$ cat src/rtl/acs_consts.svh
`ifndef ACS_CONSTS_SVH
`define ACS_CONSTS_SVH

// Register addresses
`define ACS_ADDR_CTRL        4'h0
`define ACS_ADDR_ADJUST      4'h4
`define ACS_ADDR_VALUES      4'h5
`define ACS_ADDR_PWR         4'hA
// Field positions
`define ACS_CTRL_START_BIT   15
`define ACS_ADJ_SEQ_BIT      14
`define ACS_ADJ_DUR_HI       13
`define ACS_ADJ_DUR_LO       12
`define ACS_ADJ_STORE_BIT    7
`define ACS_PWR_I_BIT        0
`define ACS_PWR_Q_BIT        1
// Reset values
`define ACS_ADJUST_RESET     16'h4000
// Array geometry
`define ACS_ARRAY_WORDS      183
`define ACS_READS            184
`define ACS_WRITES           185
// Timing counts in sampling clock cycles
`define ACS_FLUSH_CYCLES     60
`define ACS_START_LOW_CYC    1280
`define ACS_START_HIGH_CYC   1280
`define ACS_DLY_SHORT_CYC    4096
`define ACS_DLY_LONG_CYC     65536
`define ACS_TRIM_TERM_CYC    2048
`define ACS_LIN_CYC0         4096
`define ACS_LIN_CYC1         2048
`define ACS_LIN_CYC2         1024

`endif

$ cat src/rtl/acs_pkg.sv
package acs_pkg;
    typedef struct packed {
        logic [9:0] inPhase;
        logic [9:0] inPhaseDelayed;
        logic [9:0] quadrature;
        logic [9:0] quadratureDelayed;
        logic       rangeI;
        logic       rangeQ;
    } acs_lanes_t;

    typedef struct packed {
        logic        wr;
        logic        rd;
        logic [3:0]  addr;
        logic [15:0] wdata;
    } acs_reg_req_t;

    typedef enum logic [2:0] {
        ST_DELAY = 3'b000,
        ST_IDLE  = 3'b001,
        ST_TERM  = 3'b010,
        ST_LIN   = 3'b011,
        ST_FLUSH = 3'b100
    } acs_state_t;
endpackage

$ cat src/rtl/acs_calibration_sequencer.sv
// Function
// - Power-up trim after pin-selected delay
// - Delay pin change launches a trim
// - Start high at power-up skips trim
// - Sequence bit 14 selects termination trims
// - Duration field picks one of three
// - Constants array behind value register
// - Save: enable, power down, 184 reads
// - Restore: same framing, 185 writes
// - Both powered down suspends trim
// - Lanes and range flags low, clock runs
// - Outputs valid 60 cycles after done
// - Power-down is pin OR register bit
// - Start needs low then high hold
// - Active flag high during trim
`include "acs_consts.svh"
`timescale 1ns/1ps
`default_nettype none

module acs_calibration_sequencer #(
    parameter int DLY_SHORT = `ACS_DLY_SHORT_CYC,
    parameter int DLY_LONG  = `ACS_DLY_LONG_CYC
) (
    input  wire logic                 sys_clk,
    input  wire logic                 rst,
    input  wire logic                 trimStartPin,
    input  wire logic                 trimDelaySelect,
    input  wire logic                 powerDownInPhase,
    input  wire logic                 powerDownQuadrature,
    input  wire logic                 extendedControlMode,
    input  wire acs_pkg::acs_reg_req_t regReq,
    input  wire acs_pkg::acs_lanes_t  convData,
    output var  acs_pkg::acs_lanes_t  laneOut,
    output logic                      outputDataClock,
    output logic [15:0]               regRdata,
    output logic                      trimActiveFlag,
    output logic                      outputValid,
    output logic                      powerDownI,
    output logic                      powerDownQ,
    output logic                      chipPoweredDown
);
    import acs_pkg::*;

    // ------------------------------------------------------------
    // Pin synchronisers
    // ------------------------------------------------------------
    logic [4:0] pinMeta_q;
    logic [4:0] pinSync_q;
    logic       calPin, dlyPin, pdiPin, pdqPin, ecmPin;

    // Two flops per pin
    always_ff @(posedge sys_clk or posedge rst) begin
        if (rst) begin
            pinMeta_q <= 5'h00;
            pinSync_q <= 5'h00;
        end else begin
            pinMeta_q <= {extendedControlMode, powerDownQuadrature,
                          powerDownInPhase, trimDelaySelect, trimStartPin};
            pinSync_q <= pinMeta_q;
        end
    end
    assign {ecmPin, pdqPin, pdiPin, dlyPin, calPin} = pinSync_q;

    // ------------------------------------------------------------
    // Registers
    // ------------------------------------------------------------
    logic        startBit_q;
    logic [15:0] adjust_q;
    logic [1:0]  pwrBits_q;
    logic        storeEn;
    logic        power_down_in_phase, power_down_quadrature, bothDown;

    assign storeEn  = adjust_q[`ACS_ADJ_STORE_BIT];
    assign power_down_in_phase      = pdiPin | (ecmPin & pwrBits_q[`ACS_PWR_I_BIT]);
    assign power_down_quadrature      = pdqPin | (ecmPin & pwrBits_q[`ACS_PWR_Q_BIT]);
    assign bothDown = power_down_in_phase & power_down_quadrature;

    // Control register writes
    always_ff @(posedge sys_clk or posedge rst) begin
        if (rst) begin
            startBit_q <= 1'b0;
            adjust_q   <= `ACS_ADJUST_RESET;
            pwrBits_q  <= 2'h0;
        end else if (regReq.wr) begin
            case (regReq.addr)
                `ACS_ADDR_CTRL:
                    startBit_q <= regReq.wdata[`ACS_CTRL_START_BIT];
                `ACS_ADDR_ADJUST: adjust_q  <= regReq.wdata;
                `ACS_ADDR_PWR:    pwrBits_q <= regReq.wdata[1:0];
                default: ;
            endcase
        end
    end

    // ------------------------------------------------------------
    // Constants array and store port
    // ------------------------------------------------------------
    logic [15:0] calArray [0:`ACS_ARRAY_WORDS-1];
    logic [7:0]  portIdx_q;
    logic        portOpen;
    logic [7:0]  ptr;

    assign portOpen = storeEn & bothDown;
    assign ptr = (portIdx_q == 8'h00) ? 8'h00 : portIdx_q - 8'h01;

    // Sequential pointer; reads lead with a dummy word
    always_ff @(posedge sys_clk or posedge rst) begin
        if (rst) begin
            portIdx_q <= 8'h00;
        end else if (!portOpen) begin
            portIdx_q <= 8'h00;
        end else if (regReq.addr == `ACS_ADDR_VALUES) begin
            if (regReq.rd && portIdx_q < 8'(`ACS_READS))
                portIdx_q <= portIdx_q + 8'h01;
            else if (regReq.wr && portIdx_q < 8'(`ACS_WRITES))
                portIdx_q <= portIdx_q + 8'h01;
        end
    end

    // Array writes from restore port only (dummies dropped)
    always_ff @(posedge sys_clk) begin
        if (portOpen && regReq.wr && regReq.addr == `ACS_ADDR_VALUES
            && portIdx_q < 8'(`ACS_ARRAY_WORDS))
            calArray[portIdx_q] <= regReq.wdata;
    end

    // Read data
    always_ff @(posedge sys_clk or posedge rst) begin
        if (rst) begin
            regRdata <= 16'h0000;
        end else if (regReq.rd) begin
            case (regReq.addr)
                `ACS_ADDR_CTRL:   regRdata <= {startBit_q, 15'h0000};
                `ACS_ADDR_ADJUST: regRdata <= adjust_q;
                `ACS_ADDR_PWR:    regRdata <= {14'h0000, pwrBits_q};
                `ACS_ADDR_VALUES: regRdata <= (portOpen && portIdx_q != 8'h00
                    && portIdx_q <= 8'(`ACS_ARRAY_WORDS))
                    ? calArray[ptr] : 16'h0000;
                default:          regRdata <= 16'h0000;
            endcase
        end
    end

    // ------------------------------------------------------------
    // Start qualifier
    // ------------------------------------------------------------
    logic        startLevel;
    logic [10:0] lowCnt_q, highCnt_q;
    logic        armed_q, cmdStart;

    assign startLevel = calPin | (ecmPin & startBit_q);
    assign cmdStart   = armed_q && startLevel
                        && highCnt_q == 11'(`ACS_START_HIGH_CYC - 1);

    // Low then high hold counting
    always_ff @(posedge sys_clk or posedge rst) begin
        if (rst) begin
            lowCnt_q  <= 11'h000;
            highCnt_q <= 11'h000;
            armed_q   <= 1'b0;
        end else if (!startLevel) begin
            highCnt_q <= 11'h000;
            if (lowCnt_q == 11'(`ACS_START_LOW_CYC - 1))
                armed_q <= 1'b1;
            else
                lowCnt_q <= lowCnt_q + 11'h001;
        end else begin
            lowCnt_q <= 11'h000;
            if (cmdStart)
                armed_q <= 1'b0;
            else if (armed_q)
                highCnt_q <= highCnt_q + 11'h001;
        end
    end

    // ------------------------------------------------------------
    // Sequencer
    // ------------------------------------------------------------
    acs_state_t  state_q;
    logic [16:0] cnt_q;
    logic        seqSel_q;
    logic [1:0]  durSel_q;
    logic        dlyPrev_q, skipAuto_q, first_q;
    logic        launch;
    logic [16:0] linLen, dlyLen;

    assign launch = cmdStart || (dlyPin != dlyPrev_q);
    assign dlyLen = dlyPin ? 17'(DLY_LONG) : 17'(DLY_SHORT);
    always_comb begin
        case (durSel_q)
            2'b00:   linLen = 17'(`ACS_LIN_CYC0);
            2'b01:   linLen = 17'(`ACS_LIN_CYC1);
            default: linLen = 17'(`ACS_LIN_CYC2);
        endcase
    end

    // Main calibration state machine
    always_ff @(posedge sys_clk or posedge rst) begin
        if (rst) begin
            state_q    <= ST_DELAY;
            cnt_q      <= 17'h00000;
            seqSel_q   <= 1'b1;
            durSel_q   <= 2'b00;
            dlyPrev_q  <= 1'b0;
            skipAuto_q <= 1'b0;
            first_q    <= 1'b1;
        end else begin
            dlyPrev_q <= dlyPin;
            first_q   <= 1'b0;
            if (state_q == ST_DELAY && cnt_q == 17'h00002)
                skipAuto_q <= calPin;
            case (state_q)
                ST_DELAY: begin
                    if (cnt_q >= dlyLen - 17'h1) begin
                        cnt_q   <= 17'h00000;
                        state_q <= (skipAuto_q || calPin) ? ST_IDLE
                                   : ST_TERM;
                        seqSel_q <= 1'b1;
                        durSel_q <= 2'b00;
                    end else begin
                        cnt_q <= cnt_q + 17'h1;
                    end
                end
                ST_IDLE, ST_FLUSH: begin
                    if (state_q == ST_FLUSH)
                        cnt_q <= cnt_q + 17'h1;
                    if (state_q == ST_FLUSH
                        && cnt_q == 17'(`ACS_FLUSH_CYCLES - 1)) begin
                        state_q <= ST_IDLE;
                    end
                    if (!first_q && launch && !storeEn) begin
                        seqSel_q <= adjust_q[`ACS_ADJ_SEQ_BIT];
                        durSel_q <= (adjust_q[13:12] == 2'b11) ? 2'b10
                                    : adjust_q[13:12];
                        cnt_q    <= 17'h00000;
                        state_q  <= adjust_q[`ACS_ADJ_SEQ_BIT] ? ST_TERM
                                    : ST_LIN;
                    end
                end
                ST_TERM: begin
                    if (!bothDown) begin
                        if (cnt_q == 17'(`ACS_TRIM_TERM_CYC - 1)) begin
                            cnt_q   <= 17'h00000;
                            state_q <= ST_LIN;
                        end else begin
                            cnt_q <= cnt_q + 17'h1;
                        end
                    end
                end
                ST_LIN: begin
                    if (!bothDown) begin
                        if (cnt_q >= linLen - 17'h1) begin
                            cnt_q   <= 17'h00000;
                            state_q <= ST_FLUSH;
                        end else begin
                            cnt_q <= cnt_q + 17'h1;
                        end
                    end
                end
                default: state_q <= ST_IDLE;
            endcase
        end
    end

    // ------------------------------------------------------------
    // Outputs
    // ------------------------------------------------------------
    logic running;
    assign running = state_q == ST_TERM || state_q == ST_LIN;

    // Registered output stage
    always_ff @(posedge sys_clk or posedge rst) begin
        if (rst) begin
            laneOut         <= '0;
            outputDataClock <= 1'b0;
            trimActiveFlag  <= 1'b0;
            outputValid     <= 1'b0;
            powerDownI      <= 1'b0;
            powerDownQ      <= 1'b0;
            chipPoweredDown <= 1'b0;
        end else begin
            outputDataClock <= ~outputDataClock;
            trimActiveFlag  <= running;
            outputValid     <= state_q == ST_IDLE;
            laneOut         <= (running || state_q == ST_DELAY)
                               ? '0 : convData;
            powerDownI      <= power_down_in_phase;
            powerDownQ      <= power_down_quadrature;
            chipPoweredDown <= bothDown;
        end
    end
endmodule

`default_nettype wire

$ cat config.mk
export PLATFORM = sky130hd
export DESIGN_NAME = acs_calibration_sequencer
export DESIGN_NICKNAME = d
export VERILOG_FILES = /design/src/rtl/acs_pkg.sv /design/src/rtl/acs_calibration_sequencer.sv
export VERILOG_INCLUDE_DIRS = /design/src /design/src/rtl
export SDC_FILE = /design/constraint.sdc
export NUM_CORES = 2
export LEC_CHECK = 0
export ABC_AREA = 1
export BUFFER_PORTS_ARGS = -buffer_cell sky130_fd_sc_hd__buf_4
export CAP_MARGIN = 40
export CORE_ASPECT_RATIO = 1.1
export CORE_MARGIN = 1
export CORE_UTILIZATION = 36
export CTS_CLUSTER_SIZE = 8
export DETAILED_ROUTE_END_ITERATION = 6
export PLACE_DENSITY = 0.64
export SYNTH_ARGS = -nofsm -noshare
export SYNTH_HDL_FRONTEND = slang
export SYNTH_SLANG_ARGS = --single-unit
$ cat constraint.sdc
create_clock -name sys_clk -period 4.4 [get_ports sys_clk]
set_input_delay 0.44 -clock sys_clk [delete_from_list [all_inputs] [get_ports sys_clk]]
set_output_delay 0.44 -clock sys_clk [all_outputs]
set_load 0.005 [all_outputs]
==> out/qor.yml <==
clock_network:
  cts.sinks: 3077
  cts_made_buffers: 427
  cts_tree: "built"
  clk_latency_ns: 0.94
  clockBufferDepth: 4
  cts_root_buffer: "clkbuf_16"
  htreeDepth: 5
  postCtsSetupRepairBufs: 0
  cts_hold_buf: 51
  clkSlewWorstSetupHoldPaths_ns: 0.05
  cts_repair_resize_count: 0
setup_path:
  r2r_start: "portIdx_q[1]"
  r2r_end: "regRdata[6]"
  start_kind: "register"
  critical_path_required_ns: 5.25
  path_cells: "inv_1, ha_1, nand2_1, nand2_1, inv_1, nor2_4, buf_12, buf_4, o21ai_0, inv_1, o21ai_1, nand3_1, nand3_1, nand3_1, nand3_1, a21oi_1, nand2_1, nand2_1, nand2_1, nand2_1"
  path_class: "register to register"
  max_stage_delay_ns: 0.69
  cp_slowest_cell: "a21oi_1"
  reg2regPathDepth: 20
  rrSetupSlack_ns: 0.18
  path_max_fanout: 55
  cp.arrival_ns: 5.07
  crit_path_end_kind: "register"
  cpMostUsedCell: "nand2_1"
sta:
  relSlewSlack_pct: 28.5
  grt_setup_unrepaired: "no"
  worst_slew_pin_slew_ns: 1.07
  hold_viol_final: 0
  min_period_ns: 4.22
  maxSlewViolCount: 0
  max_freq_ghz: 0.237
  fin_tns_setup_ns: 0
  clock_skew_ns: 0.0678
  period_share_pct: 95.9
  setup_viol: 0
floorplanning:
  die_w_um: 567
  start_util_pct: 36.1
  die_h_um: 624
  die_area_um2: 354000
  core_area_um2: 350000
  std_cell_rows: 228
  io_pins: 135
synthesis:
  synth_area_leaders: "edfxtp_1 (69%), nand3_1 (10%), nand2_1 (9.5%), dfrtp_1 (2.9%), inv_1 (1.5%)"
  ys_seq_area_share_pct: 72.4
  synth_cell_types: 51
  ys_seq_elements: 3077
  yosysWarningCount: 0
  ys_top_cells_by_count: "nand2_1 (3190), edfxtp_1 (2928), nand3_1 (2654), inv_1 (505), nor2_1 (390)"
  yosys.cell_count.top_type: "nand2_1"
  synth_flop_cell: "edfxtp_1"
  syn_avg_cell_area_um2: 11.6
  async_reset_ff_share_pct: 4.84
  synth_edf_count: 2928
  synth_top_cell_by_area: "edfxtp_1"
  synth_cells: 10955
  syn_area_um2: 127000
  synth_nets: 11041
  synth_top_area_share_pct: 69.5
routing:
  dr.first_iter.drc_count: 10933
  viasPerCell: 5.38
  drt-total-wl_um: 372000
  drc_errors: 0
  wire_per_inst_um: 23.2
  vias: 86199
  firstDrtPassIters: 7
  ant_nets: 0
pwr:
  p_sw_share_pct: 21.8
  clkPwrFrac_pct: 44.9
  ir_drop_v: 0.000330
  p_int_mw: 50.8
  power_density_nw_per_um2: 443
  switchingPower_mw: 14.2
  combinationalPowerShare_pct: 5.1
  p_leak_nw: 54.5
  seq_power_share_pct: 50.0
placed_design:
  dp_hpwl_um: 210000
  gp_congestion: 0.910
  io_buffers: 134
hold_path:
  holdPathStages: 1
  hp-class: "primary input to register"
  min_delay_worst_endpoint: "calArray[119][6]"
  hold_start: "regReq[6]"
cells_and_area:
  final_core_util_pct: 41.9
  syn2layout_area_growth_pct: 15.9
  nets: 11394
  drive_above_1_share_pct: 9.70
outcome:
  status: "completed"
global_route:
  grt_pass1_wl_um: 546000
  grt_max_degree: 132
  track_usage_pct: 20.4
  grt_pass1_vias: 81624
  grt_remaining_overflow: 0
  antenna_found_initial: 8
job:
  maxCapViolations: 0
## power groups by stage
stage	Combinational, mW	Clock [mW]	Sequential [mW]
after global routing	3.57	30.6	32.5
after detailed placement	3.25	0	33.0
after floorplan	1.53	0	33.0
final	3.33	29.1	32.5
after CTS	3.30	29.4	32.5
after global placement	3.20	0	33.0
## final cells by class
cell class,instances,area (µm²)
Multi-Input combinational cell,6664,29600
Inverter,521,1980
Fill cell,31906,204000
Antenna cell,7,17.5
Clock inverter,19,330
Clock buffer,522,11100
Tap cell,4600,5760
Timing Repair Buffer,617,6170
Sequential cell,3077,91700
## flip-flops by register name (all words and copies together) (netlist names), 3 cells and up
signal / cells
adjust_q: 16
calArray: 2928
cnt_q: 17
highCnt_q: 11
laneOut: 42
lowCnt_q: 11
pinMeta_q: 5
pinSync_q: 5
portIdx_q: 8
regRdata: 16
state_q: 3
## how the worst max path moves through the flow
stage / startpoint / to / slack (ns) / depth (start not counted)
6_report: portIdx_q[1] / regRdata[6] / 0.18 / 20
5_1_grt: portIdx_q[1] / regRdata[6] / 0.002 / 21
4_1_cts: portIdx_q[1] / regRdata[15] / 0.45 / 20
3_5_place_dp: portIdx_q[1] / regRdata[15] / 0.46 / 20
3_3_place_gp: portIdx_q[1] / regRdata[6] / 0.50 / 20
2_1_floorplan: portIdx_q[0] / calArray[0][0] / 1.09 / 11
## worst max-delay path: cells and delay by family, from the launching register on
| family | cells | cell delay, ns |
|---|---|---|
| simple gates | 11 | 1.38 |
| buf+inv | 5 | 1.08 |
| fa+ha+maj | 1 | 0.25 |
| flops | 1 | 0.43 |
| compound gates | 3 | 0.94 |
## layout by cell type, fill, tap and decap left out, drive strengths merged, types with 3 or more instances in the layout
cell type / n
nand2: 3195
edfxtp: 2928
nand3: 2654
buf: 555
clkbuf: 533
inv: 523
nor2: 396
dfrtp: 147
o21ai: 118
a21oi: 74
dlygate4sd3: 51
or2: 33
o211ai: 30
nor3: 27
o2111ai: 21
o22ai: 16
ha: 15
clkinv: 15
nand4: 12
xor2: 11
o21a: 10
mux2: 10
nor4: 8
diode: 7
nor3b: 4
a21boi: 4
a211oi: 4
a2111oi: 4
a21o: 3
a22oi: 3
## kinds of logic (layout without fill, tap and decap cells)
logic type	Yosys count	after routing	share of synthesized area, %
and+or+nand+nor	6330	6330	21.6
DFF	3077	3077	72.4
buffers and inverters	1214	1679	4.27
AOI/OAI and AO/OA	293	293	1.37
adders and majority gates	15	15	0.148
xor gates and xnor gates	13	13	0.0900
muxes	11	11	0.0969
other	2	9	0.00593
## metal layers
metal	track usage (%)	part of all wire, %
met5	0	0.0038
met4	9.50	5.0
met3	3.27	8.7
met2	33.2	47
met1	26.8	39
## per-stage QoR
stage | hold slack, ns | instance area [µm²] | setup slack [ns] | total power, mW | cells
2_1_floorplan | 0.331 | 127000 | 1.09 | 34.6 | 10955
3_3_place_gp | 0.332 | 134000 | 0.503 | 36.2 | 15417
3_5_place_dp | 0.339 | 135000 | 0.462 | 36.3 | 15428
4_1_cts | 0.0146 | 147000 | 0.453 | 65.2 | 16020
5_1_grt | 0.0372 | 147000 | 0.00231 | 66.6 | 16024
6_report | 0.0457 | 147000 | 0.182 | 65.0 | 16027
Power figures use the tool's default switching activity.
